**src/rtl/ccm_pkg.sv**
```systemverilog
// Package for the two-wire bus master that drives the charge-counter port.
// Assumes a 250 MHz system clock and open-drain lines with pull-ups.
package ccm_pkg;
  // ==========================================================
  // Timing
  localparam int CLK_MHZ = 250;
  // Fastest bus clock the slave accepts, in kHz
  localparam int BUS_KHZ_MAX = 400;
  // Quarter period of the bus clock, rounded up so the rate stays legal
  localparam int QTR_CYC = (CLK_MHZ * 1000 + 4 * BUS_KHZ_MAX - 1)
    / (4 * BUS_KHZ_MAX);
  localparam int QTR_W = 8;
  // Glitch filter length in clock cycles and its counter width
  localparam int FLT_CYC = 4;
  localparam int FLT_W = 3;
  // ==========================================================
  // Addressing
  localparam logic [6:0] DEV_ADDR = 7'h64;
  localparam logic RW_WRITE = 1'b0;
  localparam logic RW_READ = 1'b1;
  localparam int BYTE_BITS = 8;
  // ==========================================================
  // Commands
  typedef enum logic [1:0] {
    CCM_CMD_WRITE,
    CCM_CMD_POINT,
    CCM_CMD_READ
  } ccm_cmd_e;
  typedef enum {
    CCM_IDLE, CCM_START, CCM_BIT, CCM_STOP, CCM_DONE
  } ccm_state_e;
endpackage : ccm_pkg

```
**src/rtl/ccm_master.sv**
```systemverilog
// Bus master that writes, points at and reads the charge-counter registers.
// Assumes open-drain SDA/SCL with external pull-ups; enables are low-active.
//
// Notes on behaviour
// - Bus clock never faster than 400 kHz.
// - Start: data falls while clock is high.
// - Stop: data rises while clock is high.
// - Eight data bits then one acknowledge clock per frame.
// - Bytes sent most significant bit first.
// - Master makes every clock pulse, acknowledge included.
// - On read, slave transmits; master may acknowledge or not.
// - Receiver holds data low through acknowledge high phase.
// - Transmitter releases data during acknowledge clock.
// - Direction bit zero writes, one reads; C8 and C9.
// - First byte after write address loads subaddress pointer.
// - Write: master transmits; read: roles swap after address.
// - Every transaction begins with a start.
`timescale 1ns/1ns
module ccm_master (
  input wire logic clk,
  input wire logic sys_rst,
  input wire logic cmd_valid,
  output logic cmd_ready,
  input wire ccm_pkg::ccm_cmd_e cmd_op,
  input wire logic [7:0] cmd_sub,
  input wire logic [7:0] cmd_data,
  output logic rsp_valid,
  output logic [7:0] rsp_data,
  output logic rsp_nack,
  input wire logic scl_i,
  output logic scl_o,
  output logic scl_oe_n,
  input wire logic sda_i,
  output logic sda_o,
  output logic sda_oe_n
);
  // ==========================================================
  // Input synchronisers
  logic [1:0] scl_s_q;
  logic [1:0] sda_s_q;
  always_ff @(posedge clk or posedge sys_rst) begin
    if (sys_rst) begin
      scl_s_q <= 2'h3;
      sda_s_q <= 2'h3;
    end else begin
      scl_s_q <= {scl_s_q[0], scl_i};
      sda_s_q <= {sda_s_q[0], sda_i};
    end
  end

  // ==========================================================
  // Glitch filters
  // A change is believed only after FLT_CYC equal samples, at the cost
  // of that much extra delay before the sample point.
  logic [1:0] line_s;
  logic [1:0] line_f;
  logic scl_in;
  logic sda_in;
  assign line_s = {scl_s_q[1], sda_s_q[1]};
  for (genvar gi = 0; gi < 2; gi++) begin : g_flt
    logic [ccm_pkg::FLT_W-1:0] cnt_q;
    logic lvl_q;
    always_ff @(posedge clk or posedge sys_rst) begin
      if (sys_rst) begin
        cnt_q <= '0;
        lvl_q <= 1'b1;
      end else if (line_s[gi] == lvl_q) begin
        cnt_q <= '0;
      end else if (cnt_q == ccm_pkg::FLT_W'(ccm_pkg::FLT_CYC - 1)) begin
        cnt_q <= '0;
        lvl_q <= line_s[gi];
      end else begin
        cnt_q <= cnt_q + 1'b1;
      end
    end
    assign line_f[gi] = lvl_q;
  end
  assign scl_in = line_f[1];
  assign sda_in = line_f[0];

  // ==========================================================
  // Quarter-period tick
  logic [ccm_pkg::QTR_W-1:0] qcnt_q;
  logic tick;
  assign tick = (qcnt_q == ccm_pkg::QTR_W'(ccm_pkg::QTR_CYC - 1));
  always_ff @(posedge clk or posedge sys_rst) begin
    if (sys_rst) begin
      qcnt_q <= '0;
    end else if (tick) begin
      qcnt_q <= '0;
    end else begin
      qcnt_q <= qcnt_q + 1'b1;
    end
  end

  // ==========================================================
  // Bus-free watch
  logic free_q;
  // Start only launched on a quiet bus
  always_ff @(posedge clk or posedge sys_rst) begin
    if (sys_rst) begin
      free_q <= 1'b0;
    end else if (!scl_in || !sda_in) begin
      free_q <= 1'b0;
    end else if (tick) begin
      free_q <= 1'b1;
    end
  end

  // ==========================================================
  // Sequencer
  ccm_pkg::ccm_state_e st_q;
  ccm_pkg::ccm_cmd_e op_q;
  logic [1:0] ph_q;
  logic [3:0] bit_q;
  logic [1:0] byte_q;
  logic [1:0] nbytes_q;
  logic [7:0] sh_q;
  logic [7:0] rx_q;
  logic [7:0] sub_q;
  logic [7:0] dat_q;
  logic nack_q;
  logic scl_q;
  logic sda_q;
  logic rd_byte;
  logic [7:0] next_tx;
  logic rw_bit;
  logic [7:0] addr_byte;

  assign cmd_ready = (st_q == ccm_pkg::CCM_IDLE) && free_q;
  // Read data byte is byte 1 of a read command
  assign rd_byte = (op_q == ccm_pkg::CCM_CMD_READ) && (byte_q == 2'h1);
  // Seven-bit address, direction in the low bit
  assign rw_bit = (op_q == ccm_pkg::CCM_CMD_READ) ? ccm_pkg::RW_READ
                                                  : ccm_pkg::RW_WRITE;
  assign addr_byte = {ccm_pkg::DEV_ADDR, rw_bit};

  always_comb begin
    next_tx = 8'hff;
    if (byte_q == 2'h0) begin
      next_tx = sub_q;
    end else begin
      next_tx = dat_q;
    end
  end

  always_ff @(posedge clk or posedge sys_rst) begin
    if (sys_rst) begin
      st_q <= ccm_pkg::CCM_IDLE;
      op_q <= ccm_pkg::CCM_CMD_WRITE;
      ph_q <= 2'h0;
      bit_q <= 4'h0;
      byte_q <= 2'h0;
      nbytes_q <= 2'h0;
      sh_q <= 8'h00;
      rx_q <= 8'h00;
      sub_q <= 8'h00;
      dat_q <= 8'h00;
      nack_q <= 1'b0;
      scl_q <= 1'b1;
      sda_q <= 1'b1;
    end else begin
      case (st_q)
        ccm_pkg::CCM_IDLE: begin
          scl_q <= 1'b1;
          sda_q <= 1'b1;
          if (cmd_valid && free_q) begin
            op_q <= cmd_op;
            sub_q <= cmd_sub;
            dat_q <= cmd_data;
            nack_q <= 1'b0;
            ph_q <= 2'h0;
            st_q <= ccm_pkg::CCM_START;
          end
        end
        ccm_pkg::CCM_START: begin
          // Open with start; data falls, clock high
          if (tick) begin
            ph_q <= ph_q + 1'b1;
            if (ph_q == 2'h1) begin
              sda_q <= 1'b0;
            end else if (ph_q == 2'h3) begin
              scl_q <= 1'b0;
              bit_q <= 4'h0;
              byte_q <= 2'h0;
              ph_q <= 2'h0;
              sh_q <= addr_byte;
              nbytes_q <= (op_q == ccm_pkg::CCM_CMD_WRITE) ? 2'h2 :
                          2'h1;
              st_q <= ccm_pkg::CCM_BIT;
            end
          end
        end
        ccm_pkg::CCM_BIT: begin
          if (tick) begin
            ph_q <= ph_q + 1'b1;
            case (ph_q)
              2'h0: begin
                if (bit_q < 4'(ccm_pkg::BYTE_BITS)) begin
                  // Release line when the slave transmits
                  sda_q <= rd_byte ? 1'b1 : sh_q[7];
                end else begin
                  // Master never acks; it releases data in every ack slot, read byte included
                  sda_q <= rd_byte ? 1'b1 : 1'b1;
                end
              end
              // Master raises clock; no stretch wait
              2'h1: scl_q <= 1'b1;
              2'h2: begin
                if (bit_q < 4'(ccm_pkg::BYTE_BITS)) begin
                  sh_q <= {sh_q[6:0], 1'b0};
                  rx_q <= {rx_q[6:0], sda_in};
                end else if (!rd_byte && sda_in) begin
                  nack_q <= 1'b1;
                end
              end
              default: begin
                scl_q <= 1'b0;
                if (bit_q == 4'(ccm_pkg::BYTE_BITS)) begin
                  bit_q <= 4'h0;
                  sh_q <= next_tx;
                  if (nack_q || byte_q == nbytes_q) begin
                    st_q <= ccm_pkg::CCM_STOP;
                  end else begin
                    byte_q <= byte_q + 1'b1;
                  end
                end else begin
                  bit_q <= bit_q + 1'b1;
                end
              end
            endcase
          end
        end
        ccm_pkg::CCM_STOP: begin
          // Stop commits written data in the slave
          if (tick) begin
            ph_q <= ph_q + 1'b1;
            if (ph_q == 2'h0) begin
              sda_q <= 1'b0;
            end else if (ph_q == 2'h1) begin
              scl_q <= 1'b1;
            end else if (ph_q == 2'h3) begin
              sda_q <= 1'b1;
              st_q <= ccm_pkg::CCM_DONE;
            end
          end
        end
        default: begin
          // Bus-free gap before the next command
          if (tick) begin
            st_q <= ccm_pkg::CCM_IDLE;
          end
        end
      endcase
    end
  end

  // ==========================================================
  // Response
  logic done_tick;
  assign done_tick = (st_q == ccm_pkg::CCM_DONE) && tick;
  always_ff @(posedge clk or posedge sys_rst) begin
    if (sys_rst) begin
      rsp_valid <= 1'b0;
      rsp_data <= 8'h00;
      rsp_nack <= 1'b0;
    end else begin
      // Pulse lasts one cycle; data stands until the next pulse
      rsp_valid <= done_tick;
      if (done_tick) begin
        rsp_data <= rx_q;
        rsp_nack <= nack_q;
      end
    end
  end

  // ==========================================================
  // Open-drain pins: only ever pull low
  assign scl_o = 1'b0;
  assign sda_o = 1'b0;
  assign scl_oe_n = scl_q;
  assign sda_oe_n = sda_q;
endmodule : ccm_master

```
**config.mk**
```make
export PLATFORM = sky130hd
export DESIGN_NAME = ccm_master
export DESIGN_NICKNAME = d
export VERILOG_FILES = /design/src/rtl/ccm_pkg.sv /design/src/rtl/ccm_master.sv
export SDC_FILE = /design/constraint.sdc
export NUM_CORES = 1
export LEC_CHECK = 0
export ABC_CLOCK_PERIOD_IN_PS = 5700
export BUFFER_PORTS_ARGS = -buffer_cell sky130_fd_sc_hd__buf_2
export CORE_MARGIN = 2
export CORE_UTILIZATION = 55
export DETAILED_ROUTE_END_ITERATION = 10
export PLACE_DENSITY = 0.84
export SKIP_LAST_GASP = 1
export SYNTH_ARGS = -nofsm -noshare
export SYNTH_HDL_FRONTEND = slang
export SYNTH_SLANG_ARGS = --single-unit
```
**constraint.sdc**
```tcl
create_clock -name clk -period 5.7 [get_ports clk]
set_input_delay 0.855 -clock clk [delete_from_list [all_inputs] [get_ports clk]]
set_output_delay 0.855 -clock clk [all_outputs]
set_load 0.005 [all_outputs]
```
==> impl_metrics.env <==
export IMPL_hp_class="reg -> reg"
export IMPL_finish_net_count=400
export IMPL_hold_violations=0
export IMPL_synth_edff_count=0
export IMPL_placed_cells=449
export IMPL_crit_slowest_cell="dfrtp_1"
export IMPL_wl_met1_mm=2.996
export IMPL_hold_buffers=0
export IMPL_grt_overflow=0
export IMPL_ys_warn_count=0
export IMPL_post_dp_hpwl_mm=4.771
export IMPL_drt_pass1_iter_count=4
export IMPL_design_area_mm2=0.004297
export IMPL_cp_cell_sequence="nor2_1 -> nand2_1 -> nor2_1 -> buf_2"
export IMPL_critical_path_top_delay_family="simple AND/OR/NAND/NOR gates"
export IMPL_seq_area_frac_synth_pct=52.79
export IMPL_wire_per_inst_um=14.97
export IMPL_cts_tree="done"
export IMPL_num_vias=2562
export IMPL_synthToLayoutAreaGrowth_pct=11.35
export IMPL_power_density_mw_per_mm2=251.3
export IMPL_worst_path_buf_inv=1
export IMPL_port_buffers=35
export IMPL_ant_nets=0
export IMPL_crit_top_cell="nor2_1"
export IMPL_maxCapViolations=0
export IMPL_drive_gt1_share_pct=31.61
export IMPL_cts_root_buf="clkbuf_8"
export IMPL_netlist_area_leader_share_pct=47.34
export IMPL_fp_coreArea_mm2=0.006794
export IMPL_track_usage_pct=20.10
export IMPL_start_util_pct=56.80
export IMPL_rows=30
export IMPL_synth_area_top_cells="dfrtp_1 (47%), mux2_2 (14%), dfstp_2 (5.4%), ha_1 (4.2%), nor2_1 (2.5%)"
export IMPL_synth_commonest_cells="dfrtp_1 (73), mux2_2 (49), nor2_1 (26)"
export IMPL_cts_buffer_depth=2
export IMPL_rsz0062_at_grt="no"
export IMPL_setup_violations_final=0
export IMPL_top_layer="met4"
export IMPL_crit_path_max_fanout=17
export IMPL_crit_required_ns=4.85
export IMPL_synthCells=329
export IMPL_ys_types=49
export IMPL_numCtsBuffers=9
export IMPL_path_depth=4
export IMPL_fillerInstances=553
export IMPL_criticalPathCategory="reg -> out"
export IMPL_clk_latency_ns=0.36
export IMPL_crit_path_start_kind="flip-flop"
export IMPL_htreeDepth=3
export IMPL_num_io_pins=38
export IMPL_period_minus_slack_ns=2.529
export IMPL_cts_sinks=81
export IMPL_synth_most_common_cell="dfrtp_1"
export IMPL_final_instance_count_excl_fill=463
export IMPL_ir_worst_vdd_v=0.0001454
export IMPL_gp_congestion=0.8725
export IMPL_dieHeight_um=87.76
export IMPL_finalWirelength_mm=6.931
export IMPL_clkSlewWorstSetupHoldPaths_ns=0.07
export IMPL_grt_max_degree=82
export IMPL_wl_met3_um=340
export IMPL_cts_setup_buffers=0
export IMPL_syn_area_per_cell_um2=11.73
export IMPL_cts_resized=0
export IMPL_ys_flop_type="dfrtp_1"
export IMPL_synthesis_area_mm2=0.003859
export IMPL_met2_length_mm=3.474
export IMPL_die_x_um=87.76
export IMPL_max_freq_ghz=0.3954
export IMPL_yosysTopAreaCell="dfrtp_1"
export IMPL_grt_pass1_wl_mm=11.98
export IMPL_hold_path_depth=0
export IMPL_first_global_vias=2602
export IMPL_p_leak_nw=2.168
export IMPL_run_status="finished clean"
export IMPL_min_period_over_period_pct=44.37
export IMPL_viasPerCell=5.533
export IMPL_slew_headroom_pct=21.93
export IMPL_tightest_slew_ns=1.162
export IMPL_die_area_mm2=0.007702
export IMPL_slew_violations=0
export IMPL_async_flop_share_pct=100.0
export IMPL_diodes=0
export IMPL_place_area_mm2=0.004113
export IMPL_synth_seq_cells=81
export IMPL_r2r_cells=3
export IMPL_fin_skew_ns=0.007132
export IMPL_antenna_found_initial=0
export IMPL_slowest_delay_ns=0.57
export IMPL_drt_initial_drc_count=232
export IMPL_fin_setup_tns_ns=0
export IMPL_arrival_ns=1.67
export IMPL_end_kind="output port"
export IMPL_drc=0
## placed cells by master (no fill, tap or decap), types with 11 or more instances in the layout
master	count
buf_2	35
dfrtp_1	73
ha_1	13
nand2_1	20
o21ai_0	12
inv_1	11
nor2_1	26
mux2_2	49
nand3_1	11
a21oi_1	12
## area by class of cell
class	instances	area, µm²	share of cell area, %
well taps	96	120.1	2.796
repair buffers	37	190.2	4.426
multi-input cells	223	1719	40.01
clock buffers	11	141.4	3.291
inverters	12	46.29	1.077
clock inverters	3	42.54	0.9901
flip-flops and latches	81	2037	47.41
## per-layer routing
metal	vias up	GRT usage [%]
met5	-	0
met4	0	9.510
met3	15	4.147
met2	67	33.13
met1	1257	25.46
li1	1223	-
## path summary, 6_finish.rpt
kind / start / end / slack, ns
worst max-delay path: st_q[2] / cmd_ready / 3.17
min in group asynchronous: sys_rst / op_q[1] / 0.80
max in group asynchronous: sys_rst / dat_q[6] / 4.24
worst min register to register: scl_s_q[0] / scl_s_q[1] / 0.35
worst min-delay path: scl_s_q[0] / scl_s_q[1] / 0.35
worst max register to register: st_q[1] / rx_q[1] / 3.18
## where the power goes
group          switching [W]  total (W)  internal [W]
logic              0.0000294  0.0000589     0.0000295
clock network       0.000195   0.000404      0.000209
registers          0.0000161   0.000617      0.000601
total               0.000240    0.00108      0.000839
## registers in the layout, indices dropped and copies added (netlist names), 3 cells and up
name and flops:
sub_q 8, rsp_data 8, g_flt.cnt_q 6, qcnt_q 8, dat_q 8, sh_q 8, rx_q 8, bit_q 4
st_q 3
## kinds of logic after synthesis
| kind of cell | after synthesis | synth area share (%) |
|---|---|---|
| adder cells (fa/ha/maj) | 13 | 4.215 |
| buffers and inverters | 26 | 2.983 |
| AO/OA/AOI/OAI | 47 | 8.561 |
| flip-flops | 81 | 52.79 |
| multiplexers | 58 | 16.63 |
| other | 1 | 0.09718 |
| XOR/XNOR | 8 | 1.816 |
| AND/OR/NAND/NOR | 95 | 12.91 |
## metrics by stage
stage	power, W	hold WS, ns	utilization, %	setup WS (ns)
finish	0.001080	0.3517	63.24	3.171
global route	0.001125	0.3534	63.24	3.037
CTS	0.001089	0.3522	63.24	3.194
detailed placement	0.0006912	0.3475	60.53	3.168
global placement	0.0006855	0.3462	60.53	3.257
floorplan	0.0006679	0.3452	-	2.778
(Power assumes the default switching activity.)
